**config.mk**
```make
export PLATFORM = sky130hd
export DESIGN_NAME = shbc_exec
export DESIGN_NICKNAME = d
export VERILOG_FILES = /design/src/logic/shbc_pkg.sv /design/src/logic/shbc_branch_cond.sv /design/src/logic/shbc_exec.sv
export SDC_FILE = /design/constraint.sdc
export NUM_CORES = 1
export LEC_CHECK = 0
export BUFFER_PORTS_ARGS = -buffer_cell sky130_fd_sc_hd__buf_2
export CAP_MARGIN = 10
export CORE_MARGIN = 3
export CORE_UTILIZATION = 45
export DETAILED_ROUTE_END_ITERATION = 8
export HOLD_SLACK_MARGIN = 0.05
export PLACE_DENSITY = 0.72
export SETUP_SLACK_MARGIN = 0.1
export SLEW_MARGIN = 20
export SYNTH_ARGS = -nofsm -noshare
export SYNTH_HDL_FRONTEND = slang
export SYNTH_SLANG_ARGS = --single-unit
export TNS_END_PERCENT = 20
```
**constraint.sdc**
```tcl
create_clock -name clk -period 6.5 [get_ports clk]
set_input_delay 1.3 -clock clk [delete_from_list [all_inputs] [get_ports clk]]
set_output_delay 1.3 -clock clk [all_outputs]
set_load 0.05 [all_outputs]
```
**src/logic/shbc_pkg.sv**
```systemverilog
package shbc_pkg;

    // Opcodes
    localparam logic [7:0] OP_PREFIX_Y               = 8'h18;
    localparam logic [7:0] OP_SHIFT_RIGHT_ARITH_ACC_A = 8'h47;
    localparam logic [7:0] OP_SHIFT_RIGHT_ARITH_ACC_B = 8'h57;
    localparam logic [7:0] OP_SHIFT_RIGHT_ARITH_EXT  = 8'h77;
    localparam logic [7:0] OP_SHIFT_RIGHT_ARITH_IDX  = 8'h67;
    localparam logic [7:0] OP_CLEAR_MASKED_BITS_DIR  = 8'h15;
    localparam logic [7:0] OP_CLEAR_MASKED_BITS_IDX  = 8'h1d;
    localparam logic [7:0] OP_JUMP_IF_CARRY_ZERO     = 8'h24;
    localparam logic [7:0] OP_JUMP_IF_GREATER_SIGNED = 8'h2e;
    localparam logic [3:0] OP_JUMP_GROUP             = 4'h2;

    // Branch pairs, opcode bits 3:1; odd opcode takes the complement
    localparam logic [2:0] PAIR_ALWAYS  = 3'h0;
    localparam logic [2:0] PAIR_HIGHER  = 3'h1;
    localparam logic [2:0] PAIR_CARRY   = 3'h2;
    localparam logic [2:0] PAIR_EQUAL   = 3'h3;
    localparam logic [2:0] PAIR_OVF     = 3'h4;
    localparam logic [2:0] PAIR_NEG     = 3'h5;
    localparam logic [2:0] PAIR_GE      = 3'h6;
    localparam logic [2:0] PAIR_GT      = 3'h7;

    // Condition flag positions
    localparam int FLAG_C = 0;
    localparam int FLAG_V = 1;
    localparam int FLAG_Z = 2;
    localparam int FLAG_N = 3;

    // Bus and reset values
    localparam logic [15:0] DUMMY_ADDR  = 16'hffff;
    localparam logic [15:0] PC_RESET    = 16'h0000;
    localparam logic [7:0]  ACC_RESET   = 8'h00;
    localparam logic [7:0]  FLAGS_RESET = 8'h00;

    typedef enum logic [3:0] {
        S_OP, S_PRE, S_INH, S_BYTE1, S_BYTE2, S_IDLE1,
        S_RDOP, S_MASK, S_IDLE2, S_WR, S_BRIDLE
    } shbc_state_t;

endpackage : shbc_pkg

```
**src/logic/shbc_branch_cond.sv**
```systemverilog
module shbc_branch_cond (
    // Branch opcode low nibble
    input  wire logic [3:0] opLow,
    // Condition flags
    input  wire logic [7:0] flags,
    // Decision
    output logic            take
);
    import shbc_pkg::*;

    logic evenCond;
    logic nXorV;

    assign nXorV = flags[FLAG_N] ^ flags[FLAG_V];

    always_comb begin
        unique case (opLow[3:1])
            PAIR_ALWAYS: evenCond = 1'b1;
            PAIR_HIGHER: evenCond = ~(flags[FLAG_C] | flags[FLAG_Z]);
            PAIR_CARRY:  evenCond = ~flags[FLAG_C];
            PAIR_EQUAL:  evenCond = ~flags[FLAG_Z];
            PAIR_OVF:    evenCond = ~flags[FLAG_V];
            PAIR_NEG:    evenCond = ~flags[FLAG_N];
            PAIR_GE:     evenCond = ~nXorV;
            PAIR_GT:     evenCond = ~(flags[FLAG_Z] | nXorV);
        endcase
    end

    // Odd opcode of each pair is the complementary test
    assign take = evenCond ^ opLow[0];

endmodule : shbc_branch_cond

```
**src/logic/shbc_exec.sv**
```systemverilog
// Summary of operation
// - Shift right, bit 7 kept, bit 0 out
// - Negative is result MSB, zero when 00
// - Overflow is new N xor new C
// - Carry takes operand LSB before shift
// - Opcodes 47,57 accumulators; 77,67 memory
// - Extended/X shifts write back on cycle six
// - Y shift: prefix 18, seven cycles
// - Idle cycles read dummy address FFFF
// - Carry clear branch: PC+2+offset when C=0
// - Branch keeps flags, three cycles, dummy last
// - Signed branch tests 2E,2F,2C,2D
// - Unsigned branch tests 22,23,24,25
// - Bit clear clears bits set in mask
// - Mask at PC+2, PC+3 with prefix
module shbc_exec #(
    parameter logic [15:0] RESET_PC = shbc_pkg::PC_RESET
) (
    // Clock and reset
    input  wire logic        clk,
    input  wire logic        rst,
    // Processor bus
    output logic [15:0]      busAddr_r,
    output logic             busRnw_r,
    output logic [7:0]       busWrData_r,
    input  wire logic [7:0]  busRdData,
    // Index registers, held outside
    input  wire logic [15:0] indexX,
    input  wire logic [15:0] indexY,
    // Visible core state
    output logic [7:0]       accA_r,
    output logic [7:0]       accB_r,
    output logic [7:0]       flags_r,
    output logic [15:0]      pc_r,
    output logic             badOpcode_r
);
    import shbc_pkg::*;
    shbc_state_t state_r, stateNxt;
    logic [15:0] busAddrNxt, pcNxt, ea_r, eaNxt, opAddr_r;
    logic        busRnwNxt, yIdx_r, yIdxNxt, badNxt;
    logic [7:0]  busWrDataNxt, op_r, opNxt, opnd_r, opndNxt, mask_r, maskNxt;
    logic [7:0]  accANxt, accBNxt, flagsNxt;
    ////////////////////////////////////////////////////////////////////////
    // Decode
    wire         opFromBus  = (state_r == S_OP) || (state_r == S_PRE);
    wire  [7:0]  opSel      = opFromBus ? busRdData : op_r;
    wire         isShiftA   = (opSel == OP_SHIFT_RIGHT_ARITH_ACC_A);
    wire         isShiftB   = (opSel == OP_SHIFT_RIGHT_ARITH_ACC_B);
    wire         isShiftExt = (opSel == OP_SHIFT_RIGHT_ARITH_EXT);
    wire         isShiftIdx = (opSel == OP_SHIFT_RIGHT_ARITH_IDX);
    wire         isBclrDir  = (opSel == OP_CLEAR_MASKED_BITS_DIR);
    wire         isBclrIdx  = (opSel == OP_CLEAR_MASKED_BITS_IDX);
    wire         isBclr     = isBclrDir || isBclrIdx;
    wire         isBranch   = (opSel[7:4] == OP_JUMP_GROUP);
    wire         isMemOp    = isShiftExt || isShiftIdx || isBclr;
    wire         prefixOk   = isShiftIdx || isBclrIdx;
    wire  [15:0] pcInc      = pc_r + 16'h0001;
    wire  [15:0] idxBase    = yIdx_r ? indexY : indexX;
    wire  [15:0] idxEa      = idxBase + {8'h00, busRdData};
    // Offset is two's complement, so widen with its sign
    wire  [15:0] relExt     = {{8{busRdData[7]}}, busRdData};
    // In the offset cycle pc_r is OP+1, so pcInc is OP+2
    wire  [15:0] brTarget   = pcInc + relExt;
    wire         take;
    shbc_branch_cond u_cond (.opLow(op_r[3:0]), .flags(flags_r), .take(take));
    ////////////////////////////////////////////////////////////////////////
    // Data path
    wire  [7:0]  shiftIn   = isShiftA ? accA_r : (isShiftB ? accB_r : opnd_r);
    wire  [7:0]  shiftRes  = {shiftIn[7], shiftIn[7:1]};
    wire  [7:0]  bclrRes   = opnd_r & ~mask_r;
    wire  [7:0]  result    = isBclr ? bclrRes : shiftRes;
    wire         nNew      = result[7];
    wire         zNew      = (result == 8'h00);
    wire         cNew      = isBclr ? flags_r[FLAG_C] : shiftIn[0];
    wire         vNew      = isBclr ? 1'b0 : (nNew ^ cNew);
    wire  [7:0]  flagsNew  = {flags_r[7:4], nNew, zNew, vNew, cNew};
    ////////////////////////////////////////////////////////////////////////
    // Sequencer; each state is one bus cycle
    always_comb begin
        stateNxt     = state_r;
        busAddrNxt   = DUMMY_ADDR;
        busRnwNxt    = 1'b1;
        busWrDataNxt = 8'h00;
        pcNxt        = pc_r;
        eaNxt        = ea_r;
        opNxt        = op_r;
        yIdxNxt      = yIdx_r;
        opndNxt      = opnd_r;
        maskNxt      = mask_r;
        accANxt      = accA_r;
        accBNxt      = accB_r;
        flagsNxt     = flags_r;
        badNxt       = 1'b0;
        unique case (state_r)
            S_OP: begin
                opNxt      = busRdData;
                yIdxNxt    = 1'b0;
                pcNxt      = pcInc;
                busAddrNxt = pcInc;
                if (busRdData == OP_PREFIX_Y) begin
                    stateNxt = S_PRE;
                end else if (isShiftA || isShiftB) begin
                    stateNxt = S_INH;
                end else if (isBranch || isMemOp) begin
                    stateNxt = S_BYTE1;
                end else begin
                    badNxt   = 1'b1;
                    stateNxt = S_OP;
                end
            end
            S_PRE: begin
                opNxt      = busRdData;
                yIdxNxt    = 1'b1;
                pcNxt      = pcInc;
                busAddrNxt = pcInc;
                stateNxt   = prefixOk ? S_BYTE1 : S_OP;
                badNxt     = ~prefixOk;
            end
            S_INH: begin
                // Dummy read of OP+1; next opcode sits there
                accANxt    = isShiftA ? shiftRes : accA_r;
                accBNxt    = isShiftB ? shiftRes : accB_r;
                flagsNxt   = flagsNew;
                busAddrNxt = pc_r;
                stateNxt   = S_OP;
            end
            S_BYTE1: begin
                pcNxt = pcInc;
                if (isBranch) begin
                    eaNxt    = brTarget;
                    stateNxt = S_BRIDLE;
                end else if (isShiftExt) begin
                    eaNxt      = {busRdData, 8'h00};
                    busAddrNxt = pcInc;
                    stateNxt   = S_BYTE2;
                end else if (isBclrDir) begin
                    eaNxt      = {8'h00, busRdData};
                    busAddrNxt = {8'h00, busRdData};
                    stateNxt   = S_RDOP;
                end else begin
                    eaNxt    = idxEa;
                    stateNxt = S_IDLE1;
                end
            end
            S_BYTE2: begin
                eaNxt      = {ea_r[15:8], busRdData};
                pcNxt      = pcInc;
                busAddrNxt = {ea_r[15:8], busRdData};
                stateNxt   = S_RDOP;
            end
            S_IDLE1: begin
                busAddrNxt = ea_r;
                stateNxt   = S_RDOP;
            end
            S_RDOP: begin
                opndNxt = busRdData;
                if (isBclr) begin
                    // pc_r already points past the address byte
                    busAddrNxt = pc_r;
                    stateNxt   = S_MASK;
                end else begin
                    stateNxt = S_IDLE2;
                end
            end
            S_MASK: begin
                maskNxt  = busRdData;
                pcNxt    = pcInc;
                stateNxt = S_IDLE2;
            end
            S_IDLE2: begin
                busAddrNxt   = ea_r;
                busRnwNxt    = 1'b0;
                busWrDataNxt = result;
                flagsNxt     = flagsNew;
                stateNxt     = S_WR;
            end
            S_WR: begin
                busAddrNxt = pc_r;
                stateNxt   = S_OP;
            end
            S_BRIDLE: begin
                // Flags untouched here
                pcNxt      = take ? ea_r : pc_r;
                busAddrNxt = take ? ea_r : pc_r;
                stateNxt   = S_OP;
            end
        endcase
    end
    ////////////////////////////////////////////////////////////////////////
    // State registers
    always_ff @(posedge clk) begin
        if (rst) begin
            state_r     <= S_OP;
            busAddr_r   <= RESET_PC;
            busRnw_r    <= 1'b1;
            busWrData_r <= 8'h00;
            pc_r        <= RESET_PC;
            ea_r        <= 16'h0000;
            op_r        <= 8'h00;
            yIdx_r      <= 1'b0;
            opnd_r      <= 8'h00;
            mask_r      <= 8'h00;
            accA_r      <= ACC_RESET;
            accB_r      <= ACC_RESET;
            flags_r     <= FLAGS_RESET;
            badOpcode_r <= 1'b0;
        end else begin
            state_r     <= stateNxt;
            busAddr_r   <= busAddrNxt;
            busRnw_r    <= busRnwNxt;
            busWrData_r <= busWrDataNxt;
            pc_r        <= pcNxt;
            ea_r        <= eaNxt;
            op_r        <= opNxt;
            yIdx_r      <= yIdxNxt;
            opnd_r      <= opndNxt;
            mask_r      <= maskNxt;
            accA_r      <= accANxt;
            accB_r      <= accBNxt;
            flags_r     <= flagsNxt;
            badOpcode_r <= badNxt;
        end
    end
    // Address of the first opcode byte, for checking only
    always_ff @(posedge clk) begin
        if (rst) begin
            opAddr_r <= 16'h0000;
        end else if (state_r == S_OP) begin
            opAddr_r <= busAddr_r;
        end
    end
    ////////////////////////////////////////////////////////////////////////
    // Checks
    a_dummy_cycle:
    assert property (@(posedge clk) disable iff (rst)
        (state_r == S_IDLE1 || state_r == S_IDLE2 || state_r == S_BRIDLE)
            |-> (busAddr_r == DUMMY_ADDR && busRnw_r))
        else $error("idle cycle not a dummy read of ffff");
    a_write_only:
    assert property (@(posedge clk) disable iff (rst)
        !busRnw_r |-> (state_r == S_WR && busAddr_r == ea_r && $past(busRnw_r)))
        else $error("write outside the write-back cycle");
    a_ext_six:
    assert property (@(posedge clk) disable iff (rst)
        (state_r == S_OP && busRdData == OP_SHIFT_RIGHT_ARITH_EXT)
            |-> busRnw_r [*5] ##1 !busRnw_r ##1 busRnw_r)
        else $error("extended shift write not on cycle six");
    a_yidx_seven:
    assert property (@(posedge clk) disable iff (rst)
        (state_r == S_OP && busRdData == OP_PREFIX_Y)
            ##1 (busRdData == OP_SHIFT_RIGHT_ARITH_IDX)
            |-> ##5 (!busRnw_r && busAddr_r == indexY + {8'h00, $past(busRdData, 4)}))
        else $error("Y shift write not on cycle seven at Y plus offset");
    a_shift_carry:
    assert property (@(posedge clk) disable iff (rst)
        (state_r == S_WR && !isBclr)
            |-> (busWrData_r == {opnd_r[7], opnd_r[7:1]} && flags_r[FLAG_C] == opnd_r[0]))
        else $error("shift result or carry wrong");
    a_shift_nz:
    assert property (@(posedge clk) disable iff (rst)
        (state_r == S_WR && !isBclr)
            |-> (flags_r[FLAG_N] == busWrData_r[7]
                 && flags_r[FLAG_Z] == (busWrData_r == 8'h00)))
        else $error("shift N or Z wrong");
    // V judged from the operand itself, not from the new N and C
    a_shift_v:
    assert property (@(posedge clk) disable iff (rst)
        (state_r == S_OP && $past(state_r) == S_INH)
            |-> (flags_r[FLAG_V] == ($past(shiftIn[7]) ^ $past(shiftIn[0]))))
        else $error("accumulator shift V wrong");
    a_clear_masked_bits_data:
    assert property (@(posedge clk) disable iff (rst)
        (state_r == S_WR && isBclr) |-> (busWrData_r == (opnd_r & ~mask_r)))
        else $error("bit clear result wrong");
    a_mask_addr:
    assert property (@(posedge clk) disable iff (rst)
        state_r == S_MASK
            |-> (busAddr_r == opAddr_r + (yIdx_r ? 16'h0003 : 16'h0002)))
        else $error("mask byte fetched from wrong address");
    a_branch_flags:
    assert property (@(posedge clk) disable iff (rst)
        (state_r == S_BYTE1 && isBranch) |=> (state_r == S_BRIDLE) ##1
            (state_r == S_OP && $stable(flags_r)))
        else $error("branch changed flags or cycle count");
    a_carry_branch:
    assert property (@(posedge clk) disable iff (rst)
        (state_r == S_BYTE1 && op_r == OP_JUMP_IF_CARRY_ZERO)
            |-> ##2 (pc_r == (flags_r[FLAG_C] ? $past(pcInc, 2)
                                              : $past(pcInc, 2) + $past(relExt, 2))))
        else $error("carry clear branch target wrong");
    a_signed_gt:
    assert property (@(posedge clk) disable iff (rst)
        (state_r == S_BRIDLE && op_r == OP_JUMP_IF_GREATER_SIGNED)
            |-> (take == !(flags_r[FLAG_Z] | (flags_r[FLAG_N] ^ flags_r[FLAG_V]))))
        else $error("signed greater decision wrong");

endmodule : shbc_exec

```
# ---- Yosys cells after proc, flatten, opt, wreduce, memory -nomap -nowiden
# Cells that the tools add are included.
dict set report totals {
  output_inout_bits 66
  word_cells 118
  reg_bits 105
}
dict set report op_classes {
  n_eq_ne 25
  reduce_logical 24
  bitwise 17
  add_sub_neg 3
  muxes 34
}
# operator count
set ops {}
lappend ops {{$mux W16} 9}
lappend ops {{$pmux W16 S7} 1}
lappend ops {{$pmux W16 S2} 2}
lappend ops {{$eq A8 B7 Y1 const B} 4}
lappend ops {{$mux W8} 4}
lappend ops {{$pmux W4 S8} 1}
lappend ops {{$eq A8 B5 Y1 const B} 3}
lappend ops {{$add A16 B1 Y16 const B} 1}
lappend ops {{$add A16 B16 Y16} 1}
lappend ops {{$add A16 B8 Y16} 1}
lappend ops {{$eq A4 B3 Y1 const B} 4}
lappend ops {{$eq A3 B3 Y1 const B} 4}
lappend ops {{$eq A4 B2 Y1 const B} 3}
lappend ops {{$eq A4 B4 Y1 const B} 3}
lappend ops {{$mux W2} 6}
lappend ops {{$reduce_or A2 Y1} 6}
lappend ops {{$not A1 Y1} 10}
lappend ops {{$and A8 B8 Y8} 1}
lappend ops {{$logic_not A8 Y1} 1}
lappend ops {{$mux W4} 2}
lappend ops {{$not A8 Y8} 1}
lappend ops {{$pmux W1 S8} 1}
lappend ops {{$logic_or A1 B1 Y1} 7}
lappend ops {{$eq A3 B2 Y1 const B} 2}
lappend ops {{12 further kinds} 25}

# ---- Depth between registers and ports, before layout
# Gate-level depths: netlist of run 1.
dict set report logic_depth {
  ltp_word 11
  ltp_mapped 13
  depth_no_buf 13
}

# ---- By module
# From an unflattened synthesis of run 1, not the netlist that was laid out.
dict set report hier_totals {
  cells_unflattened 878
  area_unflattened_um2 6990.5
}
# mod area_each_um2 cells_per_inst instances
set by_module_without_submodules {}
lappend by_module_without_submodules {shbc_exec 6907.9 867 1}
lappend by_module_without_submodules {shbc_branch_cond 82.6 11 1}

# ---- Worst setup path before layout of run 1
# Ideal clock, no wire load.
dict set report synth_timing {
  path_kind {reg-to-reg}
  from {register pc_r[1]}
  to {register ea_r[15]}
  setup_time_ns 0.079
  setup_slack_ns 2.974
  n_path_buf 1
  path_stages_with_launch 14
  arrival_ns 3.446
  cell_sequence {dfxtp_1 -> ha_1 -> nand3_1 -> nor4_1 -> nand3_1 -> xnor2_1 -> ha_1 -> clkbuf_1 -> a21o_1 -> a21o_1 -> a21oi_1 -> o21ai_0 -> xor2_1 -> a22oi_1}
}
dict set report synth_between {
  elab_chain_cells 4
}
# element line_no
set synth_lines {}
lappend synth_lines {{start: declaration} shbc_exec.sv:34} ;# output logic [15:0] pc_r,
lappend synth_lines {{start signal: assignment} shbc_exec.sv:212} ;# pc_r <= pcNxt;
lappend synth_lines {{$add A16 B1 Y16} shbc_exec.sv:57} ;# wire [15:0] pcInc = pc_r + 16'h0001;
lappend synth_lines {{$add A16 B16 Y16} shbc_exec.sv:63} ;# wire [15:0] brTarget = pcInc + relExt;
lappend synth_lines {{$mux W16} shbc_exec.sv:129} ;# if (isBranch) begin
lappend synth_lines {{$pmux W16 S2} shbc_exec.sv:94} ;# unique case (state_r)
lappend synth_lines {{end signal: assignment} shbc_exec.sv:213} ;# ea_r <= eaNxt;
lappend synth_lines {{end: declaration} shbc_exec.sv:39} ;# logic [15:0] busAddrNxt, pcNxt, ea_r, eaNxt, opAddr_r;
# No other way between the ends. The select of a mux whose other input is x is not followed.
# A chain may end at the register's enable or synchronous reset.

# ---- Worst setup path in the final report of run 1
dict set report layout_timing {
  from {register pc_r[0]}
  to {register ea_r[13]}
}
# The elaborated chain is that of the path after synthesis.

==> flow_summary.json, run 1 <==
{
  "worstPathMaxFanout": 12,
  "min_period_ns": 3.96,
  "drt-vias-per-instance": 6.05,
  "layout.nets": 1079,
  "synth-seq-cells": 105,
  "finalNonFillerCells": 1230,
  "synth_most_common_cell": "nand2_1",
  "critical-path-top-delay-family": "simple AND/OR/NAND/NOR gates",
  "dr.pass1.iters": 5,
  "finalInstanceArea_sq_um": 8260,
  "seq_power_share": 0.437,
  "post_cts_resized": 0,
  "cts_tree": "done",
  "hpwl_mm": 15.8,
  "final_antenna_net_count": 0,
  "timing.final.setup_violations": 0,
  "synth_top_area_cell": "dfxtp_1",
  "ys.flop_type": "dfxtp_1",
  "syn_area_sq_um": 7400,
  "fp-row-count": 46,
  "clkTransAtPathRegs_ns": 0.08,
  "die_y_microns": 134,
  "numCtsBuffers": 9,
  "grt_pass1_vias": 6638,
  "leakage_nw": 3.41,
  "yosysUniqueCellTypes": 76,
  "crit_slowest_cell": "dfxtp_1",
  "critPathMaxStageDelay_ns": 0.54,
  "ctsHoldBuffers": 0,
  "synthArstFlopShare": 0,
  "synth_area_leaders": "dfxtp_1, a21oi_1, nand2_1",
  "post-route-util": 0.516,
  "total_power_mw": 1.55,
  "initial_core_util": 0.462,
  "placed_area_sq_um": 7960,
  "insertedDiodeCount": 0,
  "cts-root-buf": "clkbuf_16",
  "cts_max_path_buffers": 2,
  "synth_top_area_frac": 0.284,
  "wl_per_cell_microns": 17.9,
  "worstPathArrival_ns": 4.25,
  "grt_usage": 0.235,
  "area.growth.synth_to_final_pct": 11.7,
  "place_ws_ns": 2.39,
  "cp_data_required_time_ns": 6.79,
  "maxCapViolations": 0,
  "grt_antenna_before_repair": 1,
  "overflow": 0,
  "ys_seq_area_frac": 0.284,
  "synthTopCellsByCount": "nand2_1, dfxtp_1, nor2_1, a21oi_1, clkbuf_1",
  "gp_congestion": 0.912,
  "grt_setup_unrepaired": "no",
  "via_count": 7444,
  "dp_cells": 1214,
  "die_w_microns": 134,
  "yosys_warnings": 0,
  "finClkSkew_ns": 0.00973,
  "power_frac_comb": 0.200,
  "fin_tns_setup_ns": 0,
  "grt_max_degree": 66,
  "layout-drive-gt1-share": 0.161,
  "syn_inst": 959,
  "drt_iter0_drc": 750,
  "p_sw_frac": 0.325,
  "holdPathStages": 2,
  "pwr-share-clk": 0.363,
  "power_switching_mw": 0.505,
  "reg2reg_depth": 12,
  "power_density_nw_per_um2": 188,
  "fin_ws_ns": 2.54,
  "crit_path_end_kind": "flop",
  "drc": 0,
  "grt_pass1_wl_mm": 34.4,
  "hp-class": "flop to flop",
  "worstSetupPathType": "flop to flop",
  "hold_slack_ns": 0.456,
  "max_clock_freq_mhz": 252,
  "cts_setup_buffers": 0,
  "ir_drop_v": 0.000126,
  "crit_chain": "ha_1 -> nand3_1 -> nor3_1 -> xor2_1 -> ha_1 -> or4_1 -> a21oi_1 -> o31ai_1 -> o31ai_1 -> mux2i_1 -> a22oi_1 -> a31oi_1",
  "routed_wl_mm": 22.0,
  "io_buffers": 103,
  "synth-edff-count": 0,
  "htreeDepth": 3,
  "clk-insertion-delay-late_ns": 0.37,
  "core-area_sq_um": 16000,
  "maxSlewHeadroom": 0.264,
  "path_buf_inv": 0,
  "slew_violations": 0,
  "finalHoldViolations": 0,
  "dieArea_sq_um": 18000,
  "io_pins": 108,
  "numClockSinks": 105,
  "worstMarginPinSlew_ns": 1.10,
  "postSynthAreaPerCell_sq_um": 7.72,
  "cp-start-kind": "flop",
  "cp.depth": 12,
  "p_int_mw": 1.05,
  "status": "finished clean",
  "fin_crit_sh": 0.610
}
-- cell usage in the layout (no fill, tap or decap), types with 7 or more instances in the layout --
cell type and count:
nand3_1 21, and3_1 8, a221oi_1 9, a22oi_1 12
a211oi_1 15, o21a_1 14, xor2_1 17, o21ai_0 28
inv_1 32, nand2_1 119, nor3_1 10, mux2_2 18
buf_2 103, o221ai_1 7, ha_1 26, or3_1 9
a222oi_1 15, nor2_1 96, xnor2_1 28, nand4_1 17
dfxtp_1 105, a21oi_1 96, a31oi_1 16, nor2b_1 7
mux2i_1 36, o22ai_1 7, buf_4 8, a21o_1 11
a211o_1 8, clkbuf_16 9
-- tightest hold or removal path, cell delays in order (launching register included) --
cell and delay (ns):
dfxtp_1 0.32, nand2_1 0.05, a21oi_1 0.05
-- sequential cells by signal, indices dropped and copies added (netlist names) --
name         count
op_r             8
flags_r          4
pc_r            16
busRnw_r         1
busAddr_r       16
state_r          4
opnd_r           8
badOpcode_r      1
busWrData_r      8
yIdx_r           1
accA_r           7
ea_r            16
accB_r           7
mask_r           8
-- final cells by class --
| class | instances | area (sq um) |
|---|---|---|
| clock inverter | 7 | 82.6 |
| timing repair buffer | 111 | 576 |
| multi-input combinational | 750 | 4890 |
| tap | 216 | 270 |
| fill | 1621 | 7740 |
| inverter | 32 | 120 |
| sequential | 105 | 2100 |
| clock buffer | 9 | 225 |
-- power groups by stage --
stage               registers [mW]  logic [mW]  clock network, mW
global placement             0.694       0.304                  0
CTS                          0.679       0.308              0.575
detailed placement           0.694       0.306                  0
finish                       0.679       0.310              0.564
global route                 0.682       0.337              0.596
floorplan                    0.709       0.214                  0
-- cell families (layout without fill, tap and decap cells) --
| logic type | after synthesis | after routing | share of synthesized area |
|---|---|---|---|
| other | 1 | 4 | 0.000507 |
| AOI/OAI and AO/OA | 293 | 293 | 0.269 |
| DFF | 105 | 105 | 0.284 |
| adders and majority gates | 28 | 28 | 0.0494 |
| and+or+nand+nor | 322 | 322 | 0.201 |
| xor gates and xnor gates | 46 | 46 | 0.0544 |
| muxes | 57 | 57 | 0.0817 |
| buffers and inverters | 107 | 159 | 0.0602 |
-- final timing paths --
kind              from         to  slack, ns
max            pc_r[0]   ea_r[13]       2.54
min          mask_r[1]  mask_r[1]       0.46
max reg2reg    pc_r[0]   ea_r[13]       2.54
min reg2reg  mask_r[1]  mask_r[1]       0.46
-- layer usage --
metal / up-vias / wire [microns] / track usage
li1: 3618 / - / -
met1: 3500 / 9240 / 0.297
met2: 274 / 10600 / 0.396
met3: 50 / 1410 / 0.0394
met4: 2 / 701 / 0.0990
met5: - / 13 / 0
(Power assumes the default switching activity.)
==> run 2: changes to the inputs <==
--- a/config.mk
+++ b/config.mk
@@ -11,7 +11,7 @@
 export CORE_UTILIZATION = 45
 export DETAILED_ROUTE_END_ITERATION = 8
 export HOLD_SLACK_MARGIN = 0.05
-export PLACE_DENSITY = 0.72
+export PLACE_DENSITY = 0.75
 export SETUP_SLACK_MARGIN = 0.1
 export SLEW_MARGIN = 20
 export SYNTH_ARGS = -nofsm -noshare
==> constraint.sdc (replaced) <==
create_clock -name clk -period 3.45 [get_ports clk]
set_input_delay 0.69 -clock clk [delete_from_list [all_inputs] [get_ports clk]]
set_output_delay 0.69 -clock clk [all_outputs]
set_load 0.05 [all_outputs]
==> run 2 against run 1 <==
- sequential share of layout area fell by 0.84 points
- setup slack got worse by 2.2 ns
- sequential cell count did not move
- clock power rose by 83%
- fmax rose by 29%
- wire length rose by 4.7%
- die area did not move
- sequential power rose by 89%
==> flow_summary.json, run 2 (same netlist as run 1, synthesis figures left out) <==
{
  "initial_core_util": 0.462,
  "path_common_cell": "a21oi_1",
  "leakage_nw": 3.60,
  "cts-root-buf": "clkbuf_16",
  "finClkSkew_ns": 0.0103,
  "worstPathMaxFanout": 7,
  "fin_crit_sh": 0.893,
  "min_period_ns": 3.08,
  "p_sw_frac": 0.316,
  "grt_pass1_wl_mm": 36.1,
  "grt_pass1_vias": 6992,
  "die_w_microns": 134,
  "insertedDiodeCount": 0,
  "layout-drive-gt1-share": 0.198,
  "cts_tree": "done",
  "via_count": 7659,
  "finalHoldViolations": 0,
  "reg2reg_depth": 14,
  "p_int_mw": 2.00,
  "clk-insertion-delay-late_ns": 0.36,
  "die_y_microns": 134,
  "crit_slowest_cell": "dfxtp_2",
  "routed_wl_mm": 23.0,
  "crit_chain": "ha_4 -> nand3_2 -> nor3_2 -> buf_4 -> nand3_1 -> xnor2_2 -> ha_1 -> a21o_1 -> a21oi_1 -> o31ai_2 -> a21oi_1 -> o21ai_0 -> xor2_1 -> a22oi_1",
  "reg_top3": "busAddr_r: 16 flops, ea_r: 16 flops, pc_r: 16 flops",
  "grt_antenna_before_repair": 0,
  "area.growth.synth_to_final_pct": 15.8,
  "fin_tns_setup_ns": 0,
  "maxCapViolations": 0,
  "io_buffers": 103,
  "overflow": 0,
  "wl_per_cell_microns": 18.2,
  "holdPathStages": 2,
  "power_switching_mw": 0.924,
  "drc": 0,
  "cts_max_path_buffers": 2,
  "final_common_cell": "nand2_1",
  "gp_congestion": 0.934,
  "hp-class": "flop to flop",
  "ir_drop_v": 0.000262,
  "core-area_sq_um": 16000,
  "seq_power_share": 0.436,
  "worstPathArrival_ns": 3.36,
  "critPathMaxStageDelay_ns": 0.41,
  "status": "finished clean",
  "numClockSinks": 105,
  "power_frac_comb": 0.211,
  "worstSetupPathType": "flop to flop",
  "max_clock_freq_mhz": 324,
  "maxSlewHeadroom": 0.483,
  "htreeDepth": 3,
  "finalNonFillerCells": 1265,
  "cp_data_required_time_ns": 3.73,
  "fp-row-count": 46,
  "dp_cells": 1249,
  "pwr-share-clk": 0.353,
  "timing.final.setup_violations": 0,
  "grt_usage": 0.248,
  "hpwl_mm": 16.9,
  "final_antenna_net_count": 0,
  "grt_setup_unrepaired": "no",
  "layout.nets": 1114,
  "cts_setup_buffers": 0,
  "final_cell_mix": "nand2_1, buf_2, dfxtp_1, nor2_1, a21oi_1",
  "slew_violations": 0,
  "grt_max_degree": 50,
  "drt-vias-per-instance": 6.05,
  "dieArea_sq_um": 18000,
  "dr.pass1.iters": 8,
  "clkTransAtPathRegs_ns": 0.07,
  "power_density_nw_per_um2": 341,
  "worstMarginPinSlew_ns": 0.773,
  "io_pins": 108,
  "numCtsBuffers": 9,
  "drt_iter0_drc": 834,
  "cp-start-kind": "flop",
  "crit_path_end_kind": "flop"
}
run 2: cell count changes in the layout (fill, tap and decap cells not counted), sizes merged:
cell    previous run  this run
clkbuf             9        10
buf              111       146
inv               36        35
run 2: final cells by class:
| type | count | area [sq um] |
|---|---|---|
| inverters | 32 | 120 |
| flip-flops and latches | 105 | 2110 |
| clock buffers | 10 | 239 |
| well taps | 216 | 270 |
| fillers | 1552 | 7430 |
| repair buffers | 146 | 838 |
| clock inverters | 6 | 58.8 |
| multi-input cells | 750 | 4940 |
run 2: what timing repair did:
item                       4_1_cts  5_1_grt
gates resized for setup          0        9
setup endpoints to repair        0        5
hold buffers                     0        0
run 2: critical path: cells and delay by family (launching register included):
family / cells / cell delay (ns)
AO/OA/AOI/OAI: 6 / 1.03
adder cells (fa/ha/maj): 2 / 0.56
AND/OR/NAND/NOR: 3 / 0.48
buffers and inverters: 1 / 0.15
flip-flops: 1 / 0.41
XOR/XNOR: 2 / 0.36
run 2: through the flow:
step	area, sq um	setup WS, ns	power [mW]	util	hold slack [ns]
floorplan	7420	0.183	1.74	-	0.436
global placement	8230	0.258	1.90	0.514	0.444
detailed placement	8230	0.157	1.90	0.514	0.449
CTS	8520	0.117	2.93	0.533	0.463
global route	8570	0.106	3.05	0.536	0.486
finish	8570	0.368	2.93	0.536	0.462
run 2: path summary, 6_finish.rpt:
check	start	endpoint	slack (ns)
setup / recovery	pc_r[1]	ea_r[15]	0.37
hold / removal	mask_r[2]	mask_r[2]	0.46
setup reg to reg	pc_r[1]	ea_r[15]	0.37
hold reg to reg	mask_r[2]	mask_r[2]	0.46
run 2: layer usage:
metal,global-route usage,share of wire,up-vias
met5,0,0,-
met2,0.413,0.48,330
li1,-,-,3677
met3,0.0495,0.083,66
met4,0.111,0.039,0
met1,0.309,0.40,3586
run 2: power groups by stage:
stage               sequential [mW]  clock [mW]  combinational [mW]
global route                   1.28        1.10               0.671
floorplan                      1.34           0               0.403
CTS                            1.27        1.06               0.603
global placement               1.30           0               0.595
detailed placement             1.30           0               0.600
finish                         1.28        1.03               0.618
